File: src/hdl/cpu_exec_consts.svh
`ifndef CPU_EXEC_CONSTS_SVH
`define CPU_EXEC_CONSTS_SVH

// Status flag bit positions
`define FLAG_C 3'h0
`define FLAG_Z 3'h1
`define FLAG_N 3'h2
`define FLAG_V 3'h3
`define FLAG_S 3'h4
`define FLAG_H 3'h5
`define FLAG_T 3'h6
`define FLAG_I 3'h7

// Low register of each pointer pair, and register R0
`define PTR_X_LO 5'h1a
`define PTR_Y_LO 5'h1c
`define PTR_Z_LO 5'h1e
`define REG_R0 5'h00

// Pointer select codes
`define PTR_SEL_X 2'h0
`define PTR_SEL_Y 2'h1
`define PTR_SEL_Z 2'h2

// Pointer addressing modes
`define MODE_PLAIN 2'h0
`define MODE_POST_INC 2'h1
`define MODE_PRE_DEC 2'h2

// Reset values
`define FLAGS_REGISTER_RESET 8'h00
`define SP_RESET 16'h00ff
`define REG_RESET 8'h00

// Cycle counts per instruction class
`define CYC_SINGLE 2'h1
`define CYC_DATA 2'h2
`define CYC_CODE 2'h3

`endif

File: src/hdl/cpu_exec_pkg.sv
package cpu_exec_pkg;

  // Decoded operation presented on the issue port
  typedef enum logic [4:0] {
    nop_op,
    rotate_left_carry_op,
    rotate_right_carry_op,
    bit_to_flag_op,
    flag_to_bit_op,
    flag_set_op,
    flag_clear_op,
    indirect_load_op,
    offset_load_op,
    direct_load_op,
    indirect_write_op,
    offset_write_op,
    direct_write_op,
    code_memory_read_op,
    stack_push_op,
    stack_pop_op,
    sleep_op,
    watchdog_restart_op
  } op_t;

  // Sequencer states
  typedef enum logic {
    ST_IDLE,
    ST_BUSY
  } state_t;

endpackage

File: src/hdl/cpu_bitop_transfer_exec.sv
`include "cpu_exec_consts.svh"
`timescale 1ns/1ns
`default_nettype none

////////////////////////////////////////////////////////////////////////////////
// How it works
// RULE1: Rotate left through carry, update Z C N V, one cycle.
// RULE2: Rotate right through carry, update Z C N V, one cycle.
// RULE3: Bit store copies chosen source bit into T only, one cycle.
// RULE4: Bit load copies T into chosen destination bit, flags kept, one cycle.
// RULE5: Flag set or clear forces only the named status bit, one cycle.
// RULE6: Post-increment load reads at pointer then bumps pointer, two cycles.
// RULE7: Pre-decrement load drops pointer first then reads there, two cycles.
// RULE8: Displacement load reads at Y or Z plus offset, pointer kept.
// RULE9: Direct load reads immediate data address into register, two cycles.
// RULE10: Post-increment store writes at pointer then bumps it, two cycles.
// RULE11: Pre-decrement store drops pointer then writes there, two cycles.
// RULE12: Displacement store writes at Y or Z plus offset, pointer kept.
// RULE13: Direct store writes source to immediate data address, two cycles.
// RULE14: Code read via Z into register or R0, optional increment, three cycles.
// RULE15: Push puts register on stack in two cycles, flags kept.
// RULE16: Pop loads register from stack in two cycles, flags kept.
// RULE17: Sleep issues in one cycle, no flags, pulses sleep request.
// RULE18: Watchdog restart issues in one cycle, no flags, pulses restart.
// RULE19: Pointers are 16-bit register pairs, low byte lower, full carry.
module cpu_bitop_transfer_exec (
  input wire logic REF_CLK,
  input wire logic SYS_RST,
  input wire logic ISSUE_VALID,
  output logic ISSUE_READY,
  input wire logic [4:0] OP_SEL,
  input wire logic [4:0] DST_REG,
  input wire logic [4:0] SRC_REG,
  input wire logic [2:0] BIT_SEL,
  input wire logic [2:0] FLAG_SEL,
  input wire logic [1:0] PTR_SEL,
  input wire logic [1:0] PTR_MODE,
  input wire logic [5:0] DISP_Q,
  input wire logic [15:0] DIRECT_ADDR,
  input wire logic NO_OPERAND,
  output logic DONE,
  output logic [15:0] DMEM_ADDR,
  output logic DMEM_RD_EN,
  output logic DMEM_WR_EN,
  output logic [7:0] DMEM_WDATA,
  input wire logic [7:0] DMEM_RDATA,
  output logic [15:0] PMEM_ADDR,
  output logic PMEM_RD_EN,
  input wire logic [7:0] PMEM_RDATA,
  output logic SLEEP_REQ,
  output logic WDOG_RESTART,
  output logic [7:0] FLAGS_OUT,
  output logic [15:0] STACK_PTR,
  input wire logic [4:0] DBG_REG_SEL,
  output logic [7:0] DBG_REG_DATA
);

  ////////////////////////////////////////////////////////////////////////////////
  // State

  cpu_exec_pkg::state_t st_q;
  cpu_exec_pkg::state_t st_d;
  logic [1:0] cnt_q;
  logic [1:0] cnt_d;
  logic [7:0] rf_q [32];
  logic [7:0] flags_q;
  logic [7:0] flags_d;
  logic [15:0] sp_q;
  logic [15:0] sp_d;
  logic [15:0] daddr_q;
  logic drd_q;
  logic dwr_q;
  logic [7:0] wdata_q;
  logic [15:0] paddr_q;
  logic prd_q;
  logic [4:0] ld_idx_q;
  logic sleep_q;
  logic wdr_q;
  logic done_q;
  logic [7:0] dbg_q;

  ////////////////////////////////////////////////////////////////////////////////
  // Decode

  cpu_exec_pkg::op_t op;
  logic issue;
  logic is_rol;
  logic is_ror;
  logic is_bst;
  logic is_bld;
  logic is_fset;
  logic is_fclr;
  logic is_ild;
  logic is_old;
  logic is_dld;
  logic is_ist;
  logic is_ost;
  logic is_dst;
  logic is_lpm;
  logic is_push;
  logic is_pop;
  logic is_sleep;
  logic is_wdr;
  logic is_dload;
  logic is_dstore;
  logic is_multi;

  // Operation select lines
  assign op = cpu_exec_pkg::op_t'(OP_SEL);
  assign issue = ISSUE_VALID && (st_q == cpu_exec_pkg::ST_IDLE);
  assign is_rol = (op == cpu_exec_pkg::rotate_left_carry_op);
  assign is_ror = (op == cpu_exec_pkg::rotate_right_carry_op);
  assign is_bst = (op == cpu_exec_pkg::bit_to_flag_op);
  assign is_bld = (op == cpu_exec_pkg::flag_to_bit_op);
  assign is_fset = (op == cpu_exec_pkg::flag_set_op);
  assign is_fclr = (op == cpu_exec_pkg::flag_clear_op);
  assign is_ild = (op == cpu_exec_pkg::indirect_load_op);
  assign is_old = (op == cpu_exec_pkg::offset_load_op);
  assign is_dld = (op == cpu_exec_pkg::direct_load_op);
  assign is_ist = (op == cpu_exec_pkg::indirect_write_op);
  assign is_ost = (op == cpu_exec_pkg::offset_write_op);
  assign is_dst = (op == cpu_exec_pkg::direct_write_op);
  assign is_lpm = (op == cpu_exec_pkg::code_memory_read_op);
  assign is_push = (op == cpu_exec_pkg::stack_push_op);
  assign is_pop = (op == cpu_exec_pkg::stack_pop_op);
  assign is_sleep = (op == cpu_exec_pkg::sleep_op);
  assign is_wdr = (op == cpu_exec_pkg::watchdog_restart_op);

  // Instruction classes
  assign is_dload = is_ild || is_old || is_dld || is_pop;
  assign is_dstore = is_ist || is_ost || is_dst || is_push;
  assign is_multi = is_dload || is_dstore || is_lpm;

  ////////////////////////////////////////////////////////////////////////////////
  // Pointer pair selection and stepping

  logic [1:0] eff_sel;
  logic [1:0] eff_mode;
  logic [4:0] ptr_lo_idx;
  logic [4:0] ptr_hi_idx;
  logic [15:0] ptr_val;
  logic [15:0] ptr_ea;
  logic [15:0] ptr_next;
  logic ptr_wr;

  // Code reads use Z; displacement only on Y or Z
  assign eff_sel = is_lpm ? `PTR_SEL_Z :
                   ((is_old || is_ost) && (PTR_SEL == `PTR_SEL_X)) ? `PTR_SEL_Y : PTR_SEL; // RULE8 RULE12 RULE14
  assign eff_mode = (is_old || is_ost) ? `MODE_PLAIN :
                    (is_lpm && (PTR_MODE == `MODE_PRE_DEC)) ? `MODE_PLAIN : PTR_MODE;

  // Pair indexes, low byte in lower register
  assign ptr_lo_idx = (eff_sel == `PTR_SEL_Y) ? `PTR_Y_LO :
                      (eff_sel == `PTR_SEL_Z) ? `PTR_Z_LO : `PTR_X_LO; // RULE19
  assign ptr_hi_idx = ptr_lo_idx | 5'h01; // RULE19
  assign ptr_val = {rf_q[ptr_hi_idx], rf_q[ptr_lo_idx]}; // RULE19

  pointer_step #(
    .WIDTH(16)
  ) u_ptr_step (
    .base(ptr_val),
    .mode(eff_mode),
    .use_disp(is_old || is_ost),
    .disp(DISP_Q),
    .eff_addr(ptr_ea),
    .next_ptr(ptr_next)
  );

  // Pointer write back on increment or decrement
  assign ptr_wr = issue && (is_ild || is_ist || is_lpm) && (eff_mode != `MODE_PLAIN); // RULE6 RULE7 RULE10 RULE11

  ////////////////////////////////////////////////////////////////////////////////
  // Bit and rotate datapath

  logic [7:0] rot_res;
  logic rot_c;
  logic rot_z;
  logic rot_n;
  logic rot_v;
  logic bit_val;
  logic [7:0] bld_res;

  rotate_bit_unit u_rot (
    .operand(rf_q[is_bst ? SRC_REG : DST_REG]),
    .carry_in(flags_q[`FLAG_C]),
    .dir_right(is_ror),
    .bit_sel(BIT_SEL),
    .t_in(flags_q[`FLAG_T]),
    .rotated(rot_res),
    .carry_out(rot_c),
    .zero_out(rot_z),
    .neg_out(rot_n),
    .ovf_out(rot_v),
    .bit_out(bit_val),
    .bit_inserted(bld_res)
  );

  // Single-cycle register result
  logic wa_en;
  logic [7:0] wa_data;
  assign wa_en = issue && (is_rol || is_ror || is_bld); // RULE1 RULE2 RULE4
  assign wa_data = is_bld ? bld_res : rot_res;

  ////////////////////////////////////////////////////////////////////////////////
  // Flag update

  always_comb begin
    flags_d = flags_q;
    if (issue && (is_rol || is_ror)) begin
      flags_d[`FLAG_C] = rot_c; // RULE1 RULE2
      flags_d[`FLAG_Z] = rot_z; // RULE1 RULE2
      flags_d[`FLAG_N] = rot_n; // RULE1 RULE2
      flags_d[`FLAG_V] = rot_v; // RULE1 RULE2
    end else if (issue && is_bst) begin
      flags_d[`FLAG_T] = bit_val; // RULE3
    end else if (issue && is_fset) begin
      flags_d[FLAG_SEL] = 1'b1; // RULE5
    end else if (issue && is_fclr) begin
      flags_d[FLAG_SEL] = 1'b0; // RULE5
    end
  end

  ////////////////////////////////////////////////////////////////////////////////
  // Memory address, stack pointer and cycle count

  logic [15:0] sp_inc;
  logic [15:0] sp_dec;
  logic [15:0] daddr_d;
  logic [4:0] ld_idx_d;
  logic [1:0] cyc;

  // Stack grows downward: push writes then drops, pop bumps then reads
  assign sp_inc = sp_q + 16'h0001;
  assign sp_dec = sp_q - 16'h0001;
  assign sp_d = (issue && is_push) ? sp_dec : (issue && is_pop) ? sp_inc : sp_q; // RULE15 RULE16

  // Data address per addressing mode
  assign daddr_d = (is_dld || is_dst) ? DIRECT_ADDR : // RULE9 RULE13
                   is_push ? sp_q : // RULE15
                   is_pop ? sp_inc : ptr_ea; // RULE16 RULE6 RULE7 RULE8

  // Load destination, R0 when code read has no operand
  assign ld_idx_d = (is_lpm && NO_OPERAND) ? `REG_R0 : DST_REG; // RULE14

  // Cycles taken by this instruction
  assign cyc = is_lpm ? `CYC_CODE : is_multi ? `CYC_DATA : `CYC_SINGLE; // RULE14

  ////////////////////////////////////////////////////////////////////////////////
  // Sequencer

  always_comb begin
    st_d = st_q;
    cnt_d = cnt_q;
    case (st_q)
      cpu_exec_pkg::ST_IDLE: begin
        if (issue && is_multi) begin
          st_d = cpu_exec_pkg::ST_BUSY;
          cnt_d = cyc - 2'h1;
        end
      end
      cpu_exec_pkg::ST_BUSY: begin
        cnt_d = cnt_q - 2'h1;
        if (cnt_q == 2'h1) begin
          st_d = cpu_exec_pkg::ST_IDLE;
        end
      end
      default: begin
        st_d = cpu_exec_pkg::ST_IDLE;
        cnt_d = 2'h0;
      end
    endcase
  end

  logic last_cyc;
  logic ld_wr;
  logic [7:0] ld_data;
  assign last_cyc = (st_q == cpu_exec_pkg::ST_BUSY) && (cnt_q == 2'h1);
  assign ld_wr = last_cyc && (drd_q || prd_q); // RULE6 RULE7 RULE9 RULE14 RULE16
  assign ld_data = prd_q ? PMEM_RDATA : DMEM_RDATA;

  // Sequencer registers
  always_ff @(posedge REF_CLK or posedge SYS_RST) begin
    if (SYS_RST) begin
      st_q <= cpu_exec_pkg::ST_IDLE;
      cnt_q <= 2'h0;
    end else begin
      st_q <= st_d;
      cnt_q <= cnt_d;
    end
  end

  ////////////////////////////////////////////////////////////////////////////////
  // Working registers

  always_ff @(posedge REF_CLK or posedge SYS_RST) begin
    if (SYS_RST) begin
      for (int i = 0; i < 32; i++) begin
        rf_q[i] <= `REG_RESET;
      end
    end else begin
      if (wa_en) begin
        rf_q[DST_REG] <= wa_data; // RULE1 RULE2 RULE4
      end
      if (ptr_wr) begin
        rf_q[ptr_lo_idx] <= ptr_next[7:0]; // RULE19
        rf_q[ptr_hi_idx] <= ptr_next[15:8]; // RULE19
      end
      if (ld_wr) begin
        rf_q[ld_idx_q] <= ld_data; // RULE6 RULE14 RULE16
      end
    end
  end

  ////////////////////////////////////////////////////////////////////////////////
  // Status and stack pointer

  always_ff @(posedge REF_CLK or posedge SYS_RST) begin
    if (SYS_RST) begin
      flags_q <= `FLAGS_REGISTER_RESET;
      sp_q <= `SP_RESET;
    end else begin
      flags_q <= flags_d;
      sp_q <= sp_d;
    end
  end

  ////////////////////////////////////////////////////////////////////////////////
  // Memory strobes, held for the whole access

  always_ff @(posedge REF_CLK or posedge SYS_RST) begin
    if (SYS_RST) begin
      daddr_q <= 16'h0000;
      drd_q <= 1'b0;
      dwr_q <= 1'b0;
      wdata_q <= 8'h00;
      paddr_q <= 16'h0000;
      prd_q <= 1'b0;
      ld_idx_q <= 5'h00;
    end else if (issue) begin
      daddr_q <= daddr_d;
      drd_q <= is_dload; // RULE6 RULE7 RULE8 RULE9 RULE16
      dwr_q <= is_dstore; // RULE10 RULE11 RULE12 RULE13 RULE15
      wdata_q <= rf_q[SRC_REG];
      paddr_q <= ptr_val; // RULE14
      prd_q <= is_lpm; // RULE14
      ld_idx_q <= ld_idx_d;
    end else if (last_cyc) begin
      drd_q <= 1'b0;
      dwr_q <= 1'b0;
      prd_q <= 1'b0;
    end
  end

  ////////////////////////////////////////////////////////////////////////////////
  // Completion and control pulses

  always_ff @(posedge REF_CLK or posedge SYS_RST) begin
    if (SYS_RST) begin
      done_q <= 1'b0;
      sleep_q <= 1'b0;
      wdr_q <= 1'b0;
    end else begin
      done_q <= (issue && !is_multi) || last_cyc;
      sleep_q <= issue && is_sleep; // RULE17
      wdr_q <= issue && is_wdr; // RULE18
    end
  end

  // Register observation port
  always_ff @(posedge REF_CLK or posedge SYS_RST) begin
    if (SYS_RST) begin
      dbg_q <= 8'h00;
    end else begin
      dbg_q <= rf_q[DBG_REG_SEL];
    end
  end

  ////////////////////////////////////////////////////////////////////////////////
  // Outputs

  assign ISSUE_READY = (st_q == cpu_exec_pkg::ST_IDLE);
  assign DONE = done_q;
  assign DMEM_ADDR = daddr_q;
  assign DMEM_RD_EN = drd_q;
  assign DMEM_WR_EN = dwr_q;
  assign DMEM_WDATA = wdata_q;
  assign PMEM_ADDR = paddr_q;
  assign PMEM_RD_EN = prd_q;
  assign SLEEP_REQ = sleep_q;
  assign WDOG_RESTART = wdr_q;
  assign FLAGS_OUT = flags_q;
  assign STACK_PTR = sp_q;
  assign DBG_REG_DATA = dbg_q;

endmodule
`default_nettype wire

File: src/hdl/rotate_bit_unit.sv
`timescale 1ns/1ns
`default_nettype none
module rotate_bit_unit (
  input wire logic [7:0] operand,
  input wire logic carry_in,
  input wire logic dir_right,
  input wire logic [2:0] bit_sel,
  input wire logic t_in,
  output logic [7:0] rotated,
  output logic carry_out,
  output logic zero_out,
  output logic neg_out,
  output logic ovf_out,
  output logic bit_out,
  output logic [7:0] bit_inserted
);

  logic [7:0] bit_mask;

  // Rotate through carry in either direction
  assign rotated = dir_right ? {carry_in, operand[7:1]} : {operand[6:0], carry_in};
  assign carry_out = dir_right ? operand[0] : operand[7];

  // Result flags of the rotate
  assign zero_out = (rotated == 8'h00);
  assign neg_out = rotated[7];
  assign ovf_out = rotated[7] ^ carry_out;

  // Selected bit out, transfer flag into selected bit
  assign bit_out = operand[bit_sel];
  assign bit_mask = 8'h01 << bit_sel;
  assign bit_inserted = t_in ? (operand | bit_mask) : (operand & ~bit_mask);

endmodule
`default_nettype wire

File: src/hdl/pointer_step.sv
`timescale 1ns/1ns
`default_nettype none
`include "cpu_exec_consts.svh"
module pointer_step #(
  parameter int WIDTH = 16
) (
  input wire logic [WIDTH-1:0] base,
  input wire logic [1:0] mode,
  input wire logic use_disp,
  input wire logic [5:0] disp,
  output logic [WIDTH-1:0] eff_addr,
  output logic [WIDTH-1:0] next_ptr
);

  logic [WIDTH-1:0] inc_val;
  logic [WIDTH-1:0] dec_val;
  logic [WIDTH-1:0] disp_val;

  // Full-width carry and borrow across both bytes
  assign inc_val = base + {{(WIDTH-1){1'b0}}, 1'b1};
  assign dec_val = base - {{(WIDTH-1){1'b0}}, 1'b1};
  assign disp_val = base + {{(WIDTH-6){1'b0}}, disp};

  // Access address and updated pointer
  assign eff_addr = (mode == `MODE_PRE_DEC) ? dec_val : (use_disp ? disp_val : base);
  assign next_ptr = (mode == `MODE_POST_INC) ? inc_val :
                    (mode == `MODE_PRE_DEC) ? dec_val : base;

endmodule
`default_nettype wire

File: config.mk
export PLATFORM = sky130hd
export DESIGN_NAME = cpu_bitop_transfer_exec
export DESIGN_NICKNAME = d
export VERILOG_FILES = /design/src/hdl/cpu_exec_pkg.sv /design/src/hdl/cpu_bitop_transfer_exec.sv /design/src/hdl/rotate_bit_unit.sv /design/src/hdl/pointer_step.sv
export VERILOG_INCLUDE_DIRS = /design/src /design/src/hdl
export SDC_FILE = /design/constraint.sdc
export NUM_CORES = 2
export LEC_CHECK = 0
export BUFFER_PORTS_ARGS = -buffer_cell sky130_fd_sc_hd__buf_2
export CORE_MARGIN = 4
export CORE_UTILIZATION = 63
export CTS_CLUSTER_DIAMETER = 120
export CTS_CLUSTER_SIZE = 16
export DETAILED_ROUTE_END_ITERATION = 6
export GPL_TIMING_DRIVEN = 1
export HOLD_SLACK_MARGIN = 0.03
export PLACE_DENSITY_LB_ADDON = 0.3
export SLEW_MARGIN = 20
export SYNTH_ARGS = -nofsm -noshare
export SYNTH_HDL_FRONTEND = slang
export SYNTH_SLANG_ARGS = --single-unit
File: constraint.sdc
create_clock -name REF_CLK -period 12.5 [get_ports REF_CLK]
set_input_delay 1.875 -clock REF_CLK [delete_from_list [all_inputs] [get_ports REF_CLK]]
set_output_delay 1.875 -clock REF_CLK [all_outputs]
set_load 0.05 [all_outputs]
Word level (Yosys, flattened, before mapping):

Cells that the tools add are included.

* bits in registers: 342
* latch bits: 0
* RAM bits: 0
* ROM bits: 0
* input port bits: 72
* output and inout port bits: 79
* logic and storage cells: 237
* memories: 0

* add/sub/neg operators: 7
* multiply operators: 0
* divide/modulo/power cells: 0
* order comparisons: 14
* eq/ne operators: 25
* shift-type cells: 1
* multiplexer cells: 72
* bitwise gates (word level): 17
* reduce and logical (&&, ||, !) cells: 52

Operators by type and width (number)
* $bwmux W256: 4
* $mux W256: 3
* $bmux W8 S5: 5
* $demux W8 S5: 4
* $mux W8: 20
* $mux W16: 9
* $ge A6 B6 Y1 const B: 7
* $not A5 Y6: 7
* $eq A5 B4 Y1 const B: 8
* $add A16 B1 Y16 const B: 2
* $sub A16 B1 Y16 const B: 2
* $logic_and A1 B1 Y1: 24
* $lt A6 B1 Y1 const B: 4
* $eq A5 B3 Y1 const B: 4
* $add A16 B6 Y16: 1
* $and A8 B8 Y8: 2
* $logic_or A1 B1 Y1: 16
* $not A8 Y8: 2
* $or A8 B8 Y8: 2
* $mux W2: 7
* $eq A5 B2 Y1 const B: 2
* $eq A5 B5 Y1 const B: 2
* $mux W1: 10
* $mux W5: 2
* 24 further kinds: 39

Depth between registers and ports, before layout:

* depth in word-level cells: 20
* mapped depth: 22

Modules after synthesis:

Synthesis repeated with hierarchy kept, for this count alone.

* cells, all modules: 2833
* area, all modules: 25399.4 um^2

Modules (own cells, without submodules)
* cpu_bitop_transfer_exec: times used 1, cells each 2625, area each 23817.8 um^2
* pointer_step: times used 1, cells each 166, area each 1193.6 um^2
* rotate_bit_unit: times used 1, cells each 42, area each 387.9 um^2

Least setup slack after synthesis:

No wires, ideal clock.

* path kind: input-to-reg
* start point: input port OP_SEL[4]
* end point: register rf_q[22] (netlist name)
* arrival: 6057 ps
* required time: 12423 ps
* setup slack: 6365 ps
* stages on the path: 20
* buffers on the path: 5
* cells stage by stage: buf_2 > nand2b_1 > or3_1 > clkbuf_1 > nor2_1 > o21ai_0 > inv_1 > ha_1 > buf_2 > mux4_2 > buf_2 > nor3_1 > or3b_1 > clkbuf_1 > nor4b_2 > and2b_1 > xor2_1 > a21oi_1 > a221o_1 > a21oi_1

* word-level cells in the longest chain between the ends: 20
* elaborated cells on any way between the ends: 69
* those cells by class: 2 x add/sub; 4 x order compare; 13 x eq/ne; 32 x mux; 5 x bitwise; 13 x reduce/logical

RTL lines
* start, declared: line cpu_bitop_transfer_exec.sv:31 `input wire logic [4:0] OP_SEL,`
* $eq A5 B4 Y1 (on tied branches): line cpu_bitop_transfer_exec.sv:118, cpu_bitop_transfer_exec.sv:121
* $logic_or A1 B1 Y1: line cpu_bitop_transfer_exec.sv:148, cpu_bitop_transfer_exec.sv:149
* $logic_and A1 B1 Y1: line cpu_bitop_transfer_exec.sv:148 `` ((is_old || is_ost) && (PTR_SEL == `PTR_SEL_X)) ? `PTR_SEL_Y : PTR_SEL; ``
* $mux W2: line cpu_bitop_transfer_exec.sv:148
* $mux W2: line cpu_bitop_transfer_exec.sv:147 `` assign eff_sel = is_lpm ? `PTR_SEL_Z : ``
* $eq A2 B2 Y1 (no source line)
* $mux W3 (no source line) (2 in series)
* $not A5 Y6 (implied by the code): line cpu_bitop_transfer_exec.sv:156, cpu_bitop_transfer_exec.sv:305
* [... 3 more ...]
* $sub A16 B1 Y16: line pointer_step.sv:21 `assign dec_val = base - {{(WIDTH-1){1'b0}}, 1'b1};`
* $mux W16: line pointer_step.sv:27 `` (mode == `MODE_PRE_DEC) ? dec_val : base; ``
* $mux W16: line pointer_step.sv:26 `` assign next_ptr = (mode == `MODE_POST_INC) ? inc_val : ``
* $bwmux W256: line cpu_bitop_transfer_exec.sv:305 `rf_q[ptr_lo_idx] <= ptr_next[7:0];`
* $bwmux W256: line cpu_bitop_transfer_exec.sv:306 `rf_q[ptr_hi_idx] <= ptr_next[15:8];`
* $mux W256 (*): line cpu_bitop_transfer_exec.sv:304 `if (ptr_wr) begin`
* $bwmux W256: line cpu_bitop_transfer_exec.sv:309 `rf_q[ld_idx_q] <= ld_data;`
* $mux W256 (*): line cpu_bitop_transfer_exec.sv:308 `if (ld_wr) begin`
* end signal, assigned by index: line cpu_bitop_transfer_exec.sv:305
* end signal, assigned by index: line cpu_bitop_transfer_exec.sv:306
* end signal, assigned by index: line cpu_bitop_transfer_exec.sv:309
* end, declared: line cpu_bitop_transfer_exec.sv:65 `logic [7:0] rf_q [32];`

Mark *: on every way between the ends. The rest lies on a longest branch, timed or not. The select of a mux whose other input is x is not followed.
A chain may end at the register's enable or synchronous reset.

Worst setup path in the final report:

* start point: input port OP_SEL[2]
* end point: register rf_q[63] (netlist name)

The elaborated chain is that of the path after synthesis.

==> results_dict.tcl <==
set metrics [dict create \
    outcome "finished, violations left" \
    violations "design-rule violations" \
    synth.avg_cell_area_sq_um 9.083 \
    fin_crit_sh_pct 55.16 \
    netlist_instances 2800 \
    rows 73 \
    cts.sinks 342 \
    max_stage_delay_ns 1.15 \
    hold_viol 0 \
    clk_pin_slew_worst_paths_ns 0.08 \
    synth_cell_type_count 93 \
    num_io_pins 151 \
    ys_seq_elements 342 \
    cts_root_buf "clkbuf_16" \
    r2r_end "rf_q[63]$_DFF_PP0_" \
    relSlewSlack_pct 9.730 \
    syn_nets 2882 \
    n_fill_cell 3104 \
    async_flop_share_pct 100.0 \
    synth.cell_area_sq_mm 0.02543 \
    seq_area_frac_synth_pct 33.69 \
    synth_edf_count 0 \
    rsz0062_at_grt "no" \
    port_buffers 150 \
    crit_arrival_ns 7.38 \
    final_max_slew_viol_count 0 \
    clock_latency_ns 0.62 \
    min-delay-start "PMEM_ADDR[9]$_DFFE_PP0P_" \
    worstHoldPathType "reg2reg" \
    fin_tns_setup_ns 0 \
    power_leakage_nw 10.80 \
    power_density_mw_per_mm2 174.1 \
    hold_ws_ns 0.4689 \
    fin_cells 3325 \
    grt_max_degree 176 \
    crit_type "in2reg" \
    fmax_mhz 145.0 \
    antenna_found_initial 10 \
    path_max_fanout 42 \
    required_ns 12.98 \
    initial_core_util_pct 63.87 \
    vias_per_cell 8.202 \
    post_cts_buffers 0 \
    synth_warnings 0 \
    grt_usage_pct 51.89 \
    cts_hold_buf 0 \
    syn2layout_area_growth_pct 7.030 \
    h-tree-depth 1 \
    wl_per_cell_microns 35.30 \
    cts_resized 0 \
    whs_path_depth 2 \
    post-route-util_pct 68.35 \
    grt_pass1_vias 25450 \
    finalSetupViolations 0 \
    synth-main-ff-cell "dfrtp_1" \
    crit_chain "buf_2 -> or3_1 -> buf_4 -> o21ai_4 -> nand2_4 -> mux4_2 -> a2111oi_2 -> nor4_4 -> a31oi_4 -> o21ai_2 -> buf_4 -> o21ai_0 -> o21ai_0" \
    skew_ns 0.05625 \
    tightest_slew_ns 1.349 \
    drt_iter0_drc 5865 \
    dpl.cell_count 3273 \
    die_w_microns 208.9 \
    dp_hpwl_mm 81.02 \
    drive_gt1_share_pct 18.06 \
    cts_buffers 25 \
    fin_nets 2859 \
    timing.rr.start "rf_q[119]$_DFF_PP0_" \
    reg2reg_depth 11 \
    cts_buffer_depth 3 \
    p_total_w 0.004738 \
    cts_tree "yes" \
    crit_family "compound AO/OA/AOI/OAI gates" \
    grt_pass1_wl_mm 170.1 \
    gp_congestion 1.205 \
    num_vias 27270 \
    worst_setup_path_end_kind "register" \
    maxCapViolCount 0 \
    critPathBufInv 3 \
    reg2reg_setup_slack_ns 8.43 \
    crit_path_start_kind "input pin" \
    core_area_sq_mm 0.03982 \
    gr-total-overflow 0 \
    remaining_drc_errors 115 \
    die-area_sq_mm 0.04365 \
    fin_crit_ns 6.896 \
    vdd_drop_max_mv 0.1468 \
    hold_end "PMEM_ADDR[9]$_DFFE_PP0P_" \
    die_h_microns 208.9 \
    critPathSlowestCell "a2111oi_2" \
    wirelength_mm 117.4 \
    antenna_left 0 \
    first_pass_iters 7 \
]
## cells in the mapped netlist (all sizes together), types with 7 or more instances
cell       n  area [sq um]
nand3     71         355.3
a2bb2oi    7         61.31
clkbuf   177         665.6
a21oi    109         553.0
o22a      10         87.58
nor2     318          1204
o31ai     15         112.6
and3      38         237.7
a22o       8         70.07
nor4      13         115.1
nor2b      8         50.05
a221oi    20         181.4
mux2      20         225.2
dfstp      8         210.2
o211ai    43         327.8
and2      17         106.4
nand4     16         100.1
mux2i     53         530.5
nand2b    24         150.1
a221o     10         100.1
mux4     191          4302
nand2    310          1174
a22oi     22         165.2
or3       13         81.33
buf       79         379.1
o221ai    31         271.5
a31oi    144         915.9
inv       23         86.33
o21ai    289          1465
xnor2     27         236.5
ha        10         125.1
nor3      71         366.6
dfrtp    334          8358
a211oi    32         240.2
xor2      35         306.5
o22ai     95         594.3
a21boi     7         52.55
## per-stage QoR
stage | setup slack, ns | instance area, sq um
final | 5.604 | 27220
after global routing | 5.628 | 27210
after CTS | 6.148 | 27130
after detailed placement | 5.554 | 26420
after global placement | 5.640 | 26410
after floorplan | 1.158 | 25430
## area by class of cell
type / instances / area [sq um] / share of cell area, %
multi-input cells: 2178 / 15940 / 58.56
repair buffers: 206 / 1231 / 4.523
flip-flops and latches: 342 / 8568 / 31.48
diodes: 4 / 10.01 / 0.03677
well taps: 525 / 656.9 / 2.413
clock inverters: 2 / 20.02 / 0.07354
clock buffers: 44 / 696.9 / 2.560
inverters: 24 / 97.59 / 0.3585
## worst max path at each step
stage / cells past startpoint / to / from
after detailed placement: 17 / rf_q[22]$_DFF_PP0_ / OP_SEL[0]
final: 13 / rf_q[63]$_DFF_PP0_ / OP_SEL[2]
after floorplan: 1 / DBG_REG_DATA[0]$_DFF_PP0_ / SYS_RST
after global routing: 17 / rf_q[22]$_DFF_PP0_ / OP_SEL[0]
after global placement: 18 / rf_q[63]$_DFF_PP0_ / OP_SEL[0]
after CTS: 17 / rf_q[22]$_DFF_PP0_ / OP_SEL[0]
## layout by cell type (no fill, tap or decap), types with 23 or more instances in the layout
| cell | netlist | final |
|---|---|---|
| dfrtp_1 | 334 | 334 |
| nor2_1 | 316 | 312 |
| nand2_1 | 308 | 307 |
| o21ai_0 | 262 | 262 |
| mux4_2 | 191 | 191 |
| buf_2 | 42 | 147 |
| a31oi_1 | 143 | 143 |
| a21oi_1 | 107 | 105 |
| o22ai_1 | 95 | 95 |
| nand3_1 | 71 | 71 |
| nor3_1 | 70 | 66 |
| buf_4 | 4 | 56 |
| mux2i_1 | 53 | 46 |
| o211ai_1 | 42 | 42 |
| and3_1 | 38 | 38 |
| xor2_1 | 35 | 35 |
| a211oi_1 | 32 | 32 |
| o221ai_1 | 31 | 31 |
| xnor2_1 | 27 | 27 |
| clkbuf_16 | 0 | 25 |
| nand2b_1 | 24 | 24 |
| o21ai_1 | 24 | 23 |
## flip-flops by register name (all words and copies together), names as in the netlist, named ones only
signal,cells
DBG_REG_DATA,8
DMEM_ADDR,16
DMEM_RD_EN,1
DMEM_WDATA,8
DMEM_WR_EN,1
DONE,1
PMEM_ADDR,16
PMEM_RD_EN,1
SLEEP_REQ,1
STACK_PTR,16
WDOG_RESTART,1
cnt_q,2
ld_idx_q,5
rf_q,256
st_q,1
## layer usage
layer	global-route usage, %	vias up	routed length, microns
li1	-	10660	-
met1	64.26	12730	36770
met2	72.98	2981	47380
met3	23.46	892	20970
met4	34.70	8	12100
met5	2.225	-	162
## cell families (layout without fill, tap and decap cells)
kind of cell,Yosys count,after routing,share of synthesized area [%]
simple gates,933,933,16.55
compound gates,909,909,22.78
flops,342,342,33.69
buf+inv,280,276,4.462
mux,264,264,19.88
xor+xnor,62,62,2.135
fa+ha+maj,10,10,0.4920
other cells,0,4,0
## power by group
part | leakage [nW] | switching, W | internal, W
sequential | 4.14 | 0.000427 | 0.00139
clock | 0.341 | 0.000443 | 0.000380
combinational | 6.31 | 0.00135 | 0.000750
## worst register-to-register path, stage by stage (launching register included)
cell	delay (ns)
dfrtp_1	0.56
nand2b_1	0.32
a211oi_1	0.14
a211oi_1	0.50
a31o_2	0.19
o22a_1	0.17
o221ai_1	0.47
o31ai_1	0.46
o21ai_2	0.39
buf_4	0.40
o21ai_0	0.21
o21ai_0	0.11
Note: power is estimated with default switching activity, not from simulation.
